[config.mk]
export PLATFORM = sky130hd
export DESIGN_NAME = cbc_host
export DESIGN_NICKNAME = d
export VERILOG_FILES = /design/src/common/cbc_host_pkg.sv /design/src/rtl/cbc_host.sv
export VERILOG_INCLUDE_DIRS = /design/src /design/src/common
export SDC_FILE = /design/constraint.sdc
export NUM_CORES = 1
export LEC_CHECK = 0
export ABC_AREA = 1
export BUFFER_PORTS_ARGS = -buffer_cell sky130_fd_sc_hd__buf_2
export CAP_MARGIN = 10
export CORE_MARGIN = 10
export CORE_UTILIZATION = 40
export CTS_BUF_LIST = sky130_fd_sc_hd__clkbuf_4
export CTS_CLUSTER_SIZE = 14
export DETAILED_ROUTE_END_ITERATION = 12
export HOLD_SLACK_MARGIN = 0.02
export PLACE_DENSITY_LB_ADDON = 0.1
export SYNTH_ARGS = -nofsm -noshare
export SYNTH_HDL_FRONTEND = slang
export SYNTH_SLANG_ARGS = --single-unit
[constraint.sdc]
create_clock -name CLK -period 1.95 [get_ports CLK]
set_clock_uncertainty 0.1 [all_clocks]
set_input_delay 0.195 -clock CLK [delete_from_list [all_inputs] [get_ports CLK]]
set_output_delay 0.195 -clock CLK [all_outputs]
set_load 0.005 [all_outputs]
[src/common/cbc_host_defs.svh]
// Constants for the host controller of the character block check unit.
// Assumes a 100 MHz controller clock; included by bare name.
`ifndef CBC_HOST_DEFS_SVH
`define CBC_HOST_DEFS_SVH

`define CBC_CLK_PERIOD_NS   10
// Pin timing in ns (plain defaults)
`define CBC_T_SETUP_NS      20
`define CBC_T_STROBE_NS     300
`define CBC_T_HOLD_NS       20
`define CBC_T_RECOV_NS      500
// Least times round up to whole cycles
`define CBC_CYC(ns) (((ns) + `CBC_CLK_PERIOD_NS - 1) / `CBC_CLK_PERIOD_NS)

// Software register offsets
`define CBC_ADDR_CTRL       4'h0
`define CBC_ADDR_STATUS     4'h4
`define CBC_ADDR_RESULT     4'h8

// Control register fields
`define CBC_CTRL_DATA_LSB   0
`define CBC_CTRL_SEL_LSB    8
`define CBC_CTRL_DIR_BIT    10
`define CBC_CTRL_MON_BIT    11
`define CBC_CTRL_PAIR_BIT   12
`define CBC_CTRL_NARROW_BIT 13

// Status register fields
`define CBC_STAT_BUSY_BIT   0
`define CBC_STAT_ATTN_BIT   1

// Six-bit characters: bits 6 and 7 forced low
`define CBC_NARROW_MASK     8'h3F
// Monitor strobe only reaches the character register
`define CBC_SEL_CHAR        2'h0
`endif

[src/common/cbc_host_pkg.sv]
// Types for the host controller of the character block check unit.
// Assumes nothing beyond a SystemVerilog compiler.
`default_nettype none
package cbc_host_pkg;

   typedef enum logic [2:0] {
      ST_IDLE,
      ST_SETUP,
      ST_STROBE,
      ST_HOLD,
      ST_RECOV
   } state_e;

   typedef struct packed {
      state_e      st;
      logic [7:0]  cnt;
      logic        pair;
      logic        second;
      logic        use_mon;
      logic [1:0]  rsel;
      logic        dir;
      logic        oe;
      logic        sel_n;
      logic        mon_n;
      logic [7:0]  dout;
      logic [15:0] result;
      logic        att_s1;
      logic        att_s2;
      logic [7:0]  din_s1;
      logic [7:0]  din_s2;
      logic [31:0] rdata;
   } host_s;

   localparam host_s STATE_RST = '{
      st:      ST_IDLE,
      cnt:     8'h00,
      pair:    1'b0,
      second:  1'b0,
      use_mon: 1'b0,
      rsel:    2'h0,
      dir:     1'b0,
      oe:      1'b0,
      sel_n:   1'b1,
      mon_n:   1'b1,
      dout:    8'h00,
      result:  16'h0000,
      att_s1:  1'b1,
      att_s2:  1'b1,
      din_s1:  8'h00,
      din_s2:  8'h00,
      rdata:   32'h0000_0000
   };

endpackage
`default_nettype wire

[src/rtl/cbc_host.sv]
// Host controller driving the character block check unit over its pins.
// Assumes a 100 MHz clock; device pins are asynchronous to it.
//
// Behaviour
// - Direction pin low reads, high writes
// - Direct select gates transfers and initialisation
// - CRC-12 uses six-bit characters, bit6 zero
// - Parity becomes top bit; none when transparent
//
// Our own choices: the register addresses and the strobed register port.
`timescale 1ns/100ps
`include "cbc_host_defs.svh"
`default_nettype none
module cbc_host #(
   parameter int SETUP_CYC  = `CBC_CYC(`CBC_T_SETUP_NS),
   parameter int STROBE_CYC = `CBC_CYC(`CBC_T_STROBE_NS),
   parameter int HOLD_CYC   = `CBC_CYC(`CBC_T_HOLD_NS),
   parameter int RECOV_CYC  = `CBC_CYC(`CBC_T_RECOV_NS)
) (
   // Clock and reset
   input  wire logic        CLK,
   input  wire logic        ARST_N,
   // Software register port
   input  wire logic [3:0]  ADDR,
   input  wire logic [31:0] WDATA,
   input  wire logic        WR_STB,
   input  wire logic        RD_STB,
   output logic      [31:0] RDATA,
   // Device data bus
   input  wire logic [7:0]  DATA_I,
   output logic      [7:0]  DATA_O,
   output logic             DATA_OE,
   // Device control pins
   output logic             MONITOR_STROBE_N,
   output logic             DIRECT_SELECT_N,
   output logic             WRITE_DIR,
   output logic      [1:0]  REGISTER_SELECT,
   // Device attention, open drain
   input  wire logic        ATTENTION_N
);

   // Counts must fit the eight-bit down counter
   if (SETUP_CYC < 1 || SETUP_CYC > 256) begin : g_bad_setup
      $error("cbc_host: SETUP_CYC out of range");
   end
   // Strobe must outlast the two-flop bus lag
   if (STROBE_CYC < 3 || STROBE_CYC > 256) begin : g_bad_strobe
      $error("cbc_host: STROBE_CYC out of range");
   end
   if (HOLD_CYC < 1 || HOLD_CYC > 256) begin : g_bad_hold
      $error("cbc_host: HOLD_CYC out of range");
   end
   if (RECOV_CYC < 1 || RECOV_CYC > 256) begin : g_bad_recov
      $error("cbc_host: RECOV_CYC out of range");
   end

   // Down counter load values
   localparam logic [7:0] SETUP_LD  = 8'(SETUP_CYC - 1);
   localparam logic [7:0] STROBE_LD = 8'(STROBE_CYC - 1);
   localparam logic [7:0] HOLD_LD   = 8'(HOLD_CYC - 1);
   localparam logic [7:0] RECOV_LD  = 8'(RECOV_CYC - 1);

   // Current and next state
   cbc_host_pkg::host_s s_q;
   cbc_host_pkg::host_s s_d;

   function automatic logic [7:0] shape_char(input logic [31:0] w);
      logic [7:0] c;
      c = w[`CBC_CTRL_DATA_LSB +: 8];
      // Six-bit characters right justified, bit 6 low
      if (w[`CBC_CTRL_NARROW_BIT])
         c = c & `CBC_NARROW_MASK;
      return c;
   endfunction

   // Synchronisers, counter, register reads, sequencer
   always_comb begin
      s_d        = s_q;
      s_d.att_s1 = ATTENTION_N;
      s_d.att_s2 = s_q.att_s1;
      s_d.din_s1 = DATA_I;
      s_d.din_s2 = s_q.din_s1;
      s_d.rdata  = 32'h0000_0000;
      if (s_q.cnt != 8'h00)
         s_d.cnt = s_q.cnt - 8'h01;

      // Register reads, answered in the next cycle
      if (RD_STB) begin
         case (ADDR)
            `CBC_ADDR_CTRL: begin
               s_d.rdata[`CBC_CTRL_DATA_LSB +: 8] = s_q.dout;
               s_d.rdata[`CBC_CTRL_SEL_LSB +: 2]  = s_q.rsel;
               s_d.rdata[`CBC_CTRL_DIR_BIT]       = s_q.dir;
               s_d.rdata[`CBC_CTRL_MON_BIT]       = s_q.use_mon;
               s_d.rdata[`CBC_CTRL_PAIR_BIT]      = s_q.pair;
            end
            `CBC_ADDR_STATUS: begin
               s_d.rdata[`CBC_STAT_BUSY_BIT] =
                  (s_q.st != cbc_host_pkg::ST_IDLE);
               // Attention is active low on the pin
               s_d.rdata[`CBC_STAT_ATTN_BIT] = ~s_q.att_s2;
            end
            `CBC_ADDR_RESULT:
               s_d.rdata[15:0] = s_q.result;
            default:
               s_d.rdata = 32'h0000_0000;
         endcase
      end

      case (s_q.st)
         cbc_host_pkg::ST_IDLE: begin
            // A request while busy is ignored
            if (WR_STB && ADDR == `CBC_ADDR_CTRL) begin
               s_d.st      = cbc_host_pkg::ST_SETUP;
               s_d.cnt     = SETUP_LD;
               s_d.use_mon = WDATA[`CBC_CTRL_MON_BIT];
               s_d.pair    = WDATA[`CBC_CTRL_PAIR_BIT];
               s_d.second  = 1'b0;
               s_d.dir     = WDATA[`CBC_CTRL_DIR_BIT];
               s_d.oe      = WDATA[`CBC_CTRL_DIR_BIT];
               s_d.dout    = shape_char(WDATA);
               s_d.result  = 16'h0000;
               // Monitor strobe only with select at character reg
               if (WDATA[`CBC_CTRL_MON_BIT])
                  s_d.rsel = `CBC_SEL_CHAR;
               else
                  s_d.rsel = WDATA[`CBC_CTRL_SEL_LSB +: 2];
            end
         end
         cbc_host_pkg::ST_SETUP: begin
            // Address and direction settle before the falling edge
            if (s_q.cnt == 8'h00) begin
               s_d.st  = cbc_host_pkg::ST_STROBE;
               s_d.cnt = STROBE_LD;
               if (s_q.use_mon)
                  s_d.mon_n = 1'b0;
               else
                  s_d.sel_n = 1'b0;
            end
         end
         cbc_host_pkg::ST_STROBE: begin
            // Last low cycle: synced bus holds the byte
            if (s_q.cnt == 8'h00) begin
               s_d.st    = cbc_host_pkg::ST_HOLD;
               s_d.cnt   = HOLD_LD;
               s_d.sel_n = 1'b1;
               s_d.mon_n = 1'b1;
               if (!s_q.dir) begin
                  if (s_q.second)
                     s_d.result[15:8] = s_q.din_s2;
                  else
                     s_d.result[7:0] = s_q.din_s2;
               end
            end
         end
         cbc_host_pkg::ST_HOLD: begin
            // Data held past the rising edge
            if (s_q.cnt == 8'h00) begin
               s_d.st  = cbc_host_pkg::ST_RECOV;
               s_d.cnt = RECOV_LD;
               s_d.oe  = 1'b0;
            end
         end
         cbc_host_pkg::ST_RECOV: begin
            if (s_q.cnt == 8'h00) begin
               // Second access reaches the lower check register
               if (s_q.pair && !s_q.second) begin
                  s_d.st     = cbc_host_pkg::ST_SETUP;
                  s_d.cnt    = SETUP_LD;
                  s_d.second = 1'b1;
                  s_d.oe     = s_q.dir;
               end else begin
                  s_d.st = cbc_host_pkg::ST_IDLE;
               end
            end
         end
         default: begin
            s_d = cbc_host_pkg::STATE_RST;
         end
      endcase
   end

   // Whole state registered, reset to idle
   always_ff @(posedge CLK or negedge ARST_N) begin
      if (!ARST_N)
         s_q <= cbc_host_pkg::STATE_RST;
      else
         s_q <= s_d;
   end

   // Pins and read data straight from flip-flops
   assign RDATA            = s_q.rdata;
   assign DATA_O           = s_q.dout;
   assign DATA_OE          = s_q.oe;
   assign MONITOR_STROBE_N = s_q.mon_n;
   assign DIRECT_SELECT_N  = s_q.sel_n;
   assign WRITE_DIR        = s_q.dir;
   assign REGISTER_SELECT  = s_q.rsel;

endmodule
`default_nettype wire

Word-level counts from Yosys, hierarchy flattened. Index checks and enable logic that the tools add are counted.

Register bits: 94. Input bits: 49. Word-level logic and storage cells: 101.

Add/subtract/negate cells: 1. Equal/unequal tests: 17. Muxes and demuxes: 37. Bitwise gates (word level): 6. Reduce and logical (&&, ||, !) cells: 22.

Operator list (number): case mux 11 bit (5 select lines) (1); 2-to-1 mux 50 bit (1); 2-to-1 mux 16 bit (3); case mux 16 bit (3 select lines) (1); 2-to-1 mux 11 bit (4); 2-to-1 mux 8 bit (5); 2-to-1 mux 24 bit (1); inequality test 2 bit (second input constant) (11); case mux 11 bit (2 select lines) (1); AND reduction 5 bit (4); 2-to-1 mux 18 bit (1); case mux 8 bit (2 select lines) (1); case mux 2 bit (3 select lines) (2); AND reduction 4 bit (3); OR reduction 3 bit (3); zero test 8 bit (1); 2-to-1 mux 1 bit (8); case mux 4 bit (2 select lines) (1); nonzero test 8 bit (1); subtractor 8 x 1 -> 8 bit (second input constant) (1); == test 3 x 2 -> 1 bit (second input constant) (2); 2-to-1 mux 2 bit (3); NOT 1 bit (6); OR reduction 5 bit (1); other kinds (16) (17).

Depth between registers and ports, before layout. Gate-level depths: netlist (run 1).

Depth in word-level cells: 5. Gate-level depth with buffers: 10.

Worst setup path after synthesis (run 1). Ideal clock, no wire load.

Path kind: register to register. From: reg s_q[83] in the netlist's numbering. To: reg s_q[83] in the netlist's numbering. Library setup time: 0.124 ns. Arrival: 1.430 ns. Required time: 1.726 ns. Setup slack: 0.296 ns. Cell stages (with the launch flop): 11. Clock period less this slack: 1.654 ns. Cells stage by stage: dfrtp_1 -> inv_1 -> ha_1 -> nand2_1 -> nor2_1 -> nand2_1 -> ha_1 -> inv_1 -> o22ai_1 -> nor2_1 -> nand2_1.

RTL lines: from (decl) (line cbc_host.sv:64) `cbc_host_pkg::host_s s_q;`; from (signal assigned) (line cbc_host.sv:186) `s_q <= cbc_host_pkg::STATE_RST;`.

Final worst setup path (run 1).
From: reg s_q[91] in the netlist's numbering. To: reg s_q (netlist bit DATA_O[7]).

Word-level cells in the longest chain between the ends: 4. Elaborated cells between the ends (all ways): 10. Classes of those cells: 5 x eq/ne; 1 x mux; 1 x bitwise; 3 x reduce/logical.

RTL lines: == test 3 bit (tied with other cells) (line cbc_host.sv:110) `case (s_q.st)`; OR reduction 4 bit (no source line); NOT 1 bit (no source line); AND reduction 2 bit (no source line).

Several ways; a longest one is shown, not always the timed one. A chain may end at the register's enable or synchronous reset.

==> results list, run 1 <==
- Result of the run: finished, final reports clean
- WS Path Type: reg2reg
* Cell-by-cell trace of the critical path: nor2_4, nand2_2, inv_2, nand3_1, dlygate4sd3_1, o21ai_1
- Ys async rst share: between 90% and 100%
- CTS placed an instance of sky130_fd_sc_hd__clkbuf_4 at the clock tree root.
- Across the run, the number of max-cap violations was 0.
* Combined area of the multi-input logic cells: 1365 um2
* Met3 global-route usage: 4.093%
- Pins over their slew limit: 0
- Detail-routed net length per standard cell: 12.94 um
* Clk pin slew, worst setup/hold paths: 0.12 ns
* First-iteration detailed-routing DRC count: 167
- Global routing consumed, on the met2 layer, 20.58% of the routing resources.
* Port bufs: 60
* Number of buffers inserted during clock tree synthesis: 9
* Chip Height: 118.2 um
- Entering global routing, the biggest net connects 44 pins.
* Placed cells: a little over 600
- Layout Area Growth over Synthesis: 17.43%
- Combinational fraction of design power: 6.1%
- Of the total power, the share spent switching nets is roughly a quarter.
* Worst ir drop on vdd: 0.2566 mV
- For this run, the register share of the synthesized area comes to approximately half.
- Std-Cell Core Area: 9328 um2
- In the finished design, the share of the clock period the worst path needs comes to 91.61%.
- Setup Viol. Count Final: 0
- Count of synthesis-stage warnings from yosys: 0
- Maximum net fanout on the critical path: 5
- Adding up every negative setup slack in the final design gives 0 ns.
* Number of nets with antenna violations after detailed routing: 0
- Routability-driven placement finished with a final weighted congestion of 0.8415.
* Number of global-route vias before repair: 3022
* Setup repair after global routing missed its margin: no
- After layout, the minimum clock period comes to 1.786 ns.
- GR met1 Demand/Resource: between 10% and 20%
* Maximum clock insertion buffer count: 2
- Headroom to the max-slew limit came out at 61.64%.
- Layout cell share with drive strength beyond 1: between 20% and 30%
* Routed via count divided by cell count: about 4.4
- Final hold vios: 0
- Grt ovf: 0
- The slowest stage of the critical path is the sky130_fd_sc_hd__dlygate4sd3_1 cell.
- Die area: 13960 um2
* Arrival time of the worst setup path: 2.04 ns
- For this run, the detailed router's first-pass iteration total came to 4.
- Part of the power in registers: 59.3%
* Standby leakage power: roughly 2.5 nW
* Worst path top cell family by delay: buffers and inverters
* Class of the tightest hold or removal check: in2reg
- Crit. End Element: flip-flop
* Register area: a little under 2000 um2
- Internal power comes to 2.120 mW.
- In this run the number of H-tree levels came out at 3.
- For this configuration, the core starts out at a cell density of about two fifths.
- Total Nets Final: 589
- Detailed-route via count: 2936
- Worst-Margin Slew: between 0.5 and 0.6 ns
- Clock insertion delay at the later pin of the skew report: 0.42 ns
- Hpwl dp: about 6300 um
- The critical path contains buffers and inverters numbering 2 combined.
* DRC violations left: 0
- The worst setup path is launched from a flip-flop.
- TritonCTS clock tree: yes
- WL final: about 8700 um
- Number of distinct library cells after synthesis: 32
- The initial antenna violation count is 0.
- Post-Layout Cell Count: 671
- Delay of the slowest critical-path stage: 0.57 ns
- Rows: 35
* Number of antenna cells inserted: 0
- Number of synthesized register bits: 78
* Net switching component of the power: between 0.6 and 0.7 mW
- Each instance of the synthesized netlist takes up on average 8.326 um2.
- STA puts the critical path data required time at 2.21 ns.
* Fill count: 938
- The library cell used most frequently in the layout, excluding fill and tap cells, is sky130_fd_sc_hd__nand2_1.
- Total I/O pin count: 95
- Gate count of the mapped netlist: 463
- First-pass GRT wire length: around 15000 um
- Die outline width: 118.2 um
* Synthesized area: approximately 3900 um2
* Top Usage Layer GRT: met2
- The share of total power dissipated in the clock network is 34.6%.
- Global routing used 12.84% of the available tracks across all layers.
- Power spread over the standard cell area amounts to 612.8 nW/um2.
- Clock sink count: 78
* Peak clock frequency supported by timing: 0.5598 GHz
- Most instantiated flip-flop cell in the synthesis netlist: sky130_fd_sc_hd__dfrtp_1
- In this run, synthesis inferred 0 flip-flops with an integrated enable.
- Leaving out fill and tap cells, the most frequent cells in the layout are sky130_fd_sc_hd__nand2_1, sky130_fd_sc_hd__dfrtp_1, sky130_fd_sc_hd__buf_2, sky130_fd_sc_hd__nor2_1, sky130_fd_sc_hd__inv_1.
[flip-flops by register name, summed over array words and instances (netlist names)]
register,flops
DATA_O,8
REGISTER_SELECT,2
DIRECT_SELECT_N,1
WRITE_DIR,1
MONITOR_STROBE_N,1
s_q,48
RDATA,16
DATA_OE,1
[tightest hold or removal path, delay by kind of cell]
| family | cells | cell delay [ns] |
|---|---|---|
| simple gates | 3 | 0.19 |
| buf+inv | 2 | 0.16 |
[worst paths after layout]
check / from / endpoint / slack (ns) / cells after the start
setup reg to reg: s_q[91]$_DFFE_PN0P_ / DATA_O[7]$_DFFE_PN0P_ / 0.16 / 6
setup / recovery: s_q[91]$_DFFE_PN0P_ / DATA_O[7]$_DFFE_PN0P_ / 0.16 / 6
hold / removal: WR_STB / WRITE_DIR$_DFFE_PN0P_ / 0.04 / 5
min in group asynchronous: ARST_N / s_q[40]$_DFF_PN0_ / 0.19 / 2
max in group asynchronous: ARST_N / s_q[91]$_DFFE_PN0P_ / 0.95 / 3
hold reg to reg: MONITOR_STROBE_N$_DFFE_PN1P_ / MONITOR_STROBE_N$_DFFE_PN1P_ / 0.37 / 2
[power groups by stage]
stage	clock network, mW	logic, mW	registers (mW)
after CTS	1.01	0.167	1.65
after detailed placement	0	0.127	1.68
after global routing	1.08	0.193	1.65
after floorplan	0	0.0698	1.68
final	0.960	0.168	1.65
after global placement	0	0.126	1.68
[metrics by stage]
step | total power, mW | utilization [%] | hold slack, ns | worst slack, ns | area, um2
after detailed placement | 1.805 | 43.61 | 0.1385 | 0.1755 | 4068
final | 2.774 | 48.53 | 0.04336 | 0.1636 | 4527
after floorplan | 1.745 | - | -0.2006 | 0.2965 | 3911
after global placement | 1.802 | 43.61 | 0.1356 | 0.1782 | 4068
after CTS | 2.819 | 48.09 | 0.02561 | 0.02763 | 4486
after global routing | 2.926 | 48.53 | 0.05301 | 0.009022 | 4527
[metal layers]
layer / wire length (um) / part of all wire (%)
met1: 3863 / 44
met2: 4173 / 48
met3: 534 / 6.1
met4: 112 / 1.3
met5: 0 / 0
[kinds of logic (layout without fill, tap and decap cells)]
group,Yosys count,after routing,share of synthesized area [%]
XOR/XNOR,5,5,1.136
buffers and inverters,109,173,15.42
AND/OR/NAND/NOR,228,228,25.64
adder cells (fa/ha/maj),3,3,0.9738
AO/OA/AOI/OAI,39,39,5.972
other,1,16,0.09728
flip-flops,78,78,50.76
[final cells by class]
cell class | count | area share (%)
clock buffers | 10 | 1.658
clock inverters | 6 | 1.382
inverters | 57 | 4.726
multi-input cells | 291 | 30.15
flip-flops and latches | 78 | 43.26
well taps | 129 | 3.566
repair buffers | 100 | 15.26
[cells in the mapped netlist, types with 2 or more instances]
cell type / n / area (um2)
sky130_fd_sc_hd__nand2_1: 119 / 446.7
sky130_fd_sc_hd__xor2_1: 4 / 35.03
sky130_fd_sc_hd__ha_1: 3 / 37.54
sky130_fd_sc_hd__nor2_4: 3 / 33.78
sky130_fd_sc_hd__o22ai_1: 3 / 18.77
sky130_fd_sc_hd__a21oi_1: 16 / 80.08
sky130_fd_sc_hd__a22o_1: 6 / 52.55
sky130_fd_sc_hd__dfstp_2: 4 / 105.1
sky130_fd_sc_hd__nor2_1: 58 / 217.7
sky130_fd_sc_hd__o21ai_0: 9 / 45.04
sky130_fd_sc_hd__buf_4: 42 / 315.3
sky130_fd_sc_hd__inv_1: 52 / 195.2
sky130_fd_sc_hd__inv_2: 5 / 18.77
sky130_fd_sc_hd__nand2_2: 3 / 18.77
sky130_fd_sc_hd__nand2_4: 5 / 56.30
sky130_fd_sc_hd__or2_2: 2 / 12.51
sky130_fd_sc_hd__nor3_1: 2 / 10.01
sky130_fd_sc_hd__nand3_1: 33 / 165.2
sky130_fd_sc_hd__buf_2: 7 / 35.03
sky130_fd_sc_hd__o21ai_1: 2 / 10.01
sky130_fd_sc_hd__dfrtp_1: 74 / 1852
[repair_timing]
| item | in CTS | in global routing |
|---|---|---|
| endpoints found under the hold margin | 60 | 1 |
| hold buffers | 28 | 3 |
| setup endpoints to repair | 0 | 21 |
| gates resized for setup | 0 | 4 |
| setup buffers | 0 | 2 |
No activity file was read; power rests on OpenSTA's default activity.
==> inputs of run 2 (changes only) <==
--- a/config.mk
+++ b/config.mk
@@ -15,7 +15,6 @@
 export CTS_CLUSTER_SIZE = 14
 export DETAILED_ROUTE_END_ITERATION = 12
 export HOLD_SLACK_MARGIN = 0.02
-export PLACE_DENSITY_LB_ADDON = 0.1
 export SYNTH_ARGS = -nofsm -noshare
 export SYNTH_HDL_FRONTEND = slang
 export SYNTH_SLANG_ARGS = --single-unit
==> results list, run 2 (same netlist as run 1, synthesis figures left out) <==
- Result of the run: finished, final reports clean
- Across the run, the number of max-cap violations was 0.
* Worst reg2reg path depth: 6
* First-iteration detailed-routing DRC count: roughly 180
- Die area: 13960 um2
- Detailed-route via count: approximately 3000
- Buffers placed on the I/O ports in this run total 60.
- Layout Area Growth over Synthesis: 17.17%
- Combinational fraction of design power: around 6%
- Top register by number of flip-flops: s_q
- For this run, the slowest stage of the critical path takes 0.57 ns.
- Arrival time of the worst setup path: 2.11 ns
- For this run, design rule violations remaining after detail routing come to 0.
- TritonCTS clock tree: yes
- Routed via count divided by cell count: ~4.4
- Of all nets on the critical path, the largest fanout is 6.
- In the layout the commonest cells are sky130_fd_sc_hd__nand2_1, sky130_fd_sc_hd__dfrtp_1, sky130_fd_sc_hd__buf_2, sky130_fd_sc_hd__nor2_1, sky130_fd_sc_hd__inv_1.
* Clk pin slew, worst setup/hold paths: approximately 0.14 ns
- In this run, flip-flops and latches consume around three fifths of the power.
* Layout cell share with drive strength beyond 1: 20.19%
* Switching share of total power: 24.26%
* Standby leakage power: 2.482 nW
- Crit. End Element: flip-flop
* Cell-by-cell trace of the critical path: nor2_4, nand2_2, inv_2, nand3_1, dlygate4sd3_1, o21ai_1
- WL final: 8543 um
- The clock network accounts for 35.0% of the total power.
- After routing, the total negative slack on setup checks comes to 0 ns.
* Largest net degree at the start of global routing: 52
- In this run the core area contains 35 standard-cell rows.
* Pwr Total: 2.787 mW
- Pins over their slew limit: 0
- H-tree depth: 3
* Setup repair after global routing missed its margin: no
- Global-route usage over all layers: 12.77%
* Setup bufs post-CTS: 0
* Net switching component of the power: 0.6763 mW
- Worst ir drop on vdd: 0.3469 mV
- Routability-driven placement congestion ratio: between 0.8 and 0.9
- Total I/O pin count: 95
* Number of buffers inserted during clock tree synthesis: 9
* Ratio of final minimum period to clock period: 94.10%
- Setup violations remaining at the end of the flow were counted as 0.
- The startpoint identified for the worst register-to-register timing path is s_q[91]$_DFFE_PN0P_.
* Std-Cell Core Area: 9328 um2
* Grt ovf: 0
- After legalization and detailed placement, the total HPWL measured between 6000 and 7000 um.
- Class of the tightest hold or removal check: in2async
- Setup slack on the critical path of the routed design comes to 0.1151 ns.
- The internal portion of the total power is about 2.1 mW.
- The first global-routing pass estimated 14980 um of wire.
* Worst path top cell family by delay: buffers and inverters
- Dividing the detail-routed wire length by the instance count gives 12.75 um.
- At the placement stage, the worst setup path has a slack of 0.2234 ns.
- Once detail routing completed, the nets flagged for antenna violations numbered 0.
- The final hold violation count is 0.
- Total Nets Final: 587
- The later pin in the worst-skew pair is clocked with a latency of about 0.43 ns.
- Power per cell area: 617.1 nW/um2
* Detailed-router iteration count before antenna repair: 4
- Peak clock frequency supported by timing: 0.5450 GHz
- Util after Layout: 48.42%
- Starting density of the core: 41.33%
- Final min period: 1.835 ns
- The worst setup path is launched from a flip-flop.
* Number of cells on the critical path: 6
- The number of buffers and inverters on the critical path is 2.
- Root Buffer Master: sky130_fd_sc_hd__clkbuf_4
- Number of global-route vias before repair: roughly 3100
- WS Path Type: reg2reg
- The longest clock path from root to sink contains 2 buffers.
- Critical-path top delay cell: sky130_fd_sc_hd__dlygate4sd3_1
- From left edge to right edge, the die measures 118.2 um.
* Chip Height: roughly 120 um
- Initial antenna violation count: 1
* Commonest non-fill, non-tap cell in the layout: sky130_fd_sc_hd__nand2_1
- Required time at the endpoint of the critical path: between 2 and 2.5 ns
- Clock sink count: 78
* CP startpoint: s_q[91]$_DFFE_PN0P_
- The register with the most flip-flops in the layout has between 40 and 50 of them.
run 2: cell type report:
| cell class | instances | area [um2] |
|---|---|---|
| fillers | 910 | 4811 |
| flip-flops and latches | 78 | 1957 |
| multi-input cells | 291 | 1364 |
| repair buffers | 98 | 678.2 |
| inverters | 57 | 214.0 |
| well taps | 129 | 161.4 |
| clock inverters | 7 | 72.57 |
| clock buffers | 9 | 67.56 |
| diodes | 1 | 2.502 |
run 2: metal layers:
| layer | vias to the layer above | wire [um] | global-route usage [%] |
|---|---|---|---|
| met2 | 73 | 4043 | 20.93 |
| met5 | - | 0 | 0 |
| li1 | 1518 | - | - |
| met1 | 1352 | 3879 | 15.64 |
| met3 | 10 | 507 | 3.760 |
| met4 | 0 | 112 | 4.405 |
run 2: timing repair:
| item | 4_1_cts | 5_1_grt |
|---|---|---|
| hold endpoints to repair | 101 | 1 |
| hold buffers | 29 | 3 |
| resized for setup | 0 | 2 |
| setup endpoints to repair | 0 | 3 |
run 2: metrics by stage:
stage	instances	hold WS, ns	area (um2)
global placement	622	0.04028	4060
finish	670	0.1078	4517
floorplan	478	-0.2006	3911
CTS	667	0.04701	4491
global route	670	0.1102	4517
detailed placement	622	0.04056	4060
run 2: path summary, 6_finish.rpt:
check / to / slack [ns]
worst max register to register: DATA_O[6]$_DFFE_PN0P_ / 0.12
worst min-delay path: DATA_O[3]$_DFFE_PN0P_ / 0.11
worst max-delay path: DATA_O[6]$_DFFE_PN0P_ / 0.12
max in group asynchronous: s_q[81]$_DFFE_PN0P_ / 1.05
min in group CLK: RDATA[1]$_DFF_PN0_ / 0.13
worst min register to register: s_q[38]$_DFF_PN0_ / 0.37
run 2: worst reg2reg max path: stages, from the launching register on:
cell                            delay [ns]
sky130_fd_sc_hd__dfrtp_1              0.48
sky130_fd_sc_hd__nor2_4               0.18
sky130_fd_sc_hd__nand2_2              0.09
sky130_fd_sc_hd__inv_2                0.14
sky130_fd_sc_hd__nand3_1              0.09
sky130_fd_sc_hd__dlygate4sd3_1        0.57
sky130_fd_sc_hd__o21ai_1              0.13
run 2: power groups by stage:
stage / Clock (mW) / Sequential, mW / Combinational (mW)
5_1_grt: 1.09 / 1.65 / 0.191
2_1_floorplan: 0 / 1.68 / 0.0698
6_report: 0.975 / 1.65 / 0.166
3_5_place_dp: 0 / 1.68 / 0.123
3_3_place_gp: 0 / 1.68 / 0.122
4_1_cts: 1.01 / 1.65 / 0.164
==> inputs of run 3 (changes only) <==
--- a/config.mk
+++ b/config.mk
@@ -10,11 +10,12 @@
 export BUFFER_PORTS_ARGS = -buffer_cell sky130_fd_sc_hd__buf_2
 export CAP_MARGIN = 10
 export CORE_MARGIN = 10
-export CORE_UTILIZATION = 40
+export CORE_UTILIZATION = 55
 export CTS_BUF_LIST = sky130_fd_sc_hd__clkbuf_4
 export CTS_CLUSTER_SIZE = 14
 export DETAILED_ROUTE_END_ITERATION = 12
 export HOLD_SLACK_MARGIN = 0.02
+export PLACE_DENSITY = 0.82
 export SYNTH_ARGS = -nofsm -noshare
 export SYNTH_HDL_FRONTEND = slang
 export SYNTH_SLANG_ARGS = --single-unit
==> results list, run 3 (same netlist as run 1, synthesis figures left out) <==
- Result of the run: finished, final reports clean
- STA puts the critical path data arrival time at 2.11 ns.
- Number of global-route vias before repair: roughly 3000
* Cell area after layout: 4453 um2
- Crit. End Element: flip-flop
* DRC violations left: 0
- Once the floorplan was initialized, standard cells occupied 56.74% of the core.
- Power per cell area: 623.0 nW/um2
* Worst Hold Path Cells: 5
- In this design, the stage delay of the slowest critical-path cell is 0.57 ns.
- Initial antenna violation count: 0
- Most used cells in the layout excluding fill and tap cells: sky130_fd_sc_hd__nand2_1, sky130_fd_sc_hd__dfrtp_1, sky130_fd_sc_hd__buf_2, sky130_fd_sc_hd__nor2_1, sky130_fd_sc_hd__inv_1
* Detailed-route via count: between 3000 and 4000
- Total I/O pin count: 95
* Critical-path top delay cell: sky130_fd_sc_hd__dlygate4sd3_1
- Hpwl dp: 5812 um
- The routed design has 8273 um of wire.
- The signal on the critical path passes through nor2_4, nand2_2, inv_2, nand3_1, dlygate4sd3_1, o21ai_1.
- The cell family contributing the most delay on the critical path is buffers and inverters.
- Capture endpoint of the worst hold path: WRITE_DIR$_DFFE_PN0P_
- Of the available clock period, the critical path in the final layout requires 95.47%.
- Setup repair after global routing could not meet its margin everywhere.
- 0 antenna diodes ended up in the layout.
- Compared with the post-synthesis result, the final layout area differs by 15.51%.
* Worst reg2reg path depth: 6
- Dividing the detail-routed wire length by the instance count gives 13.05 um.
- Clock tree synthesis selected as its root buffer the cell sky130_fd_sc_hd__clkbuf_4.
- Measured on the finished design, the core utilization comes to between 60 and 70%.
* Layout cell share with drive strength beyond 1: between 20% and 30%
- The setup check on the worst reg-to-reg path leaves a slack of ~0.09 ns.
- After floorplanning, the core was divided into 30 placement rows.
- The total area inside the core boundary comes to between 6000 and 7000 um2.
- The tree built by TritonCTS fans out to 78 sinks.
- Clock insertion delay at the later pin of the skew report: 0.42 ns
- The worst register-to-register path ends at DATA_O[7]$_DFFE_PN0P_.
- Required time at the endpoint of the critical path: 2.20 ns
- Max reg flops: 48
- The detailed router finished its first iteration with approximately 170 violations.
- Peak clock frequency supported by timing: 0.5372 GHz
* Reg-to-Reg Start: s_q[91]$_DFFE_PN0P_
- WS Path Type: reg2reg
* Maximum net fanout on the critical path: 6
- Largest net degree at the start of global routing: 79
- The congestion estimate from routability-driven global placement came to ~0.86.
* Chip Height: about 100 um
* Sort of element at the start of the critical path: flip-flop
- The die covers roughly 11000 um2.
* Commonest non-fill, non-tap cell in the layout: sky130_fd_sc_hd__nand2_1
- Worst ir drop on vdd: 0.3322 mV
- Pins over their slew limit: 0
- Total Nets Final: 585
* Register area: 1958 um2
- Die outline width: about 100 um
- Routed via count divided by cell count: 4.771
- Maximum clock insertion buffer count: 2
* Global-route usage over all layers: 16.16%
* H-tree depth: 3
- Number of buffers inserted during clock tree synthesis: 9
- For this design the static power due to leakage is 2.476 nW.
- First-pass GRT wire length: 14660 um
- Startpoint of the tightest hold check path: WR_STB
- Clk pin slew, worst setup/hold paths: 0.12 ns
- Setup Viol. Count Final: 0
- Final hold vios: 0
- Top register by number of flip-flops: s_q
- The placed instances occupy a cell area of about 4000 um2.
- The worst path in the final design needs a cycle of 1.862 ns, including I/O delays and setup.
* Detailed-router iteration count before antenna repair: 5
- Port bufs: 60
- The detail route stage leaves a number of antenna-violating nets equal to 0.
- Class of the tightest hold or removal check: in2reg
* TritonCTS clock tree: yes
- The filler cells instantiated in the layout total 567.
- The critical path contains buffers and inverters numbering 2 combined.
- Combined area of the multi-input logic cells: ~1400 um2
* Grt ovf: 0
* Final TNS setup: 0 ns
- The tool flagged a number of max-cap violations equal to 0.
-- run 3: report_power, final --
group | leakage [nW] | internal, mW | switching, mW
logic | 1.38 | 0.0784 | 0.0858
registers | 1.02 | 1.64 | 0.00677
clock network | 0.0743 | 0.395 | 0.569
total | 2.48 | 2.11 | 0.661
-- run 3: how the worst max path moves through the flow --
| stage | start | endpoint | slack, ns | cells past startpoint |
|---|---|---|---|---|
| finish | s_q[91]$_DFFE_PN0P_ | DATA_O[7]$_DFFE_PN0P_ | 0.09 | 6 |
| global route | s_q[91]$_DFFE_PN0P_ | DATA_O[7]$_DFFE_PN0P_ | -0.01 | 6 |
| CTS | s_q[93]$_DFFE_PN0P_ | DATA_O[7]$_DFFE_PN0P_ | 0.10 | 6 |
| detailed placement | s_q[83]$_DFF_PN0_ | s_q[81]$_DFFE_PN0P_ | 0.18 | 10 |
| global placement | s_q[83]$_DFF_PN0_ | s_q[81]$_DFFE_PN0P_ | 0.22 | 10 |
| floorplan | s_q[83]$_DFF_PN0_ | s_q[83]$_DFF_PN0_ | 0.30 | 10 |
-- run 3: repair_timing --
action | 4_1_cts | 5_1_grt
endpoints found under the setup margin | 0 | 3
endpoints found under the hold margin | 101 | 0
gates resized for setup | 0 | 3
setup buffers | 0 | 0
hold buffers | 30 | 0
-- run 3: layer usage --
| layer | global-route usage (%) | share of wire, % |
|---|---|---|
| met1 | 20.41 | 44 |
| met2 | 26.62 | 48 |
| met3 | 3.656 | 6.0 |
| met4 | 5.467 | 1.5 |
| met5 | 0 | 0 |
-- run 3: worst reg2reg max path: cells and delay by family (launching register included) --
| family | cells | cell delay (ns) |
|---|---|---|
| buf+inv | 2 | 0.72 |
| simple gates | 3 | 0.37 |
| compound gates | 1 | 0.14 |
| flops | 1 | 0.47 |
-- run 3: area by class of cell --
cell class / instances / share of cell area, %
clock buffers: 9 / 1.517
clock inverters: 7 / 1.630
inverters: 57 / 4.805
multi-input cells: 291 / 30.60
flip-flops and latches: 78 / 43.97
well taps: 96 / 2.697
repair buffers: 96 / 14.78
-- run 3: per-stage QoR --
stage,total power [mW],instances,setup slack [ns],hold slack (ns)
after floorplan,1.745,478,0.2965,-0.2006
after global placement,1.795,588,0.2196,0.1575
after detailed placement,1.798,588,0.1802,0.1588
after CTS,2.792,634,0.1050,0.03350
after global routing,2.884,634,-0.01125,0.04253
final,2.774,634,0.08837,0.03937
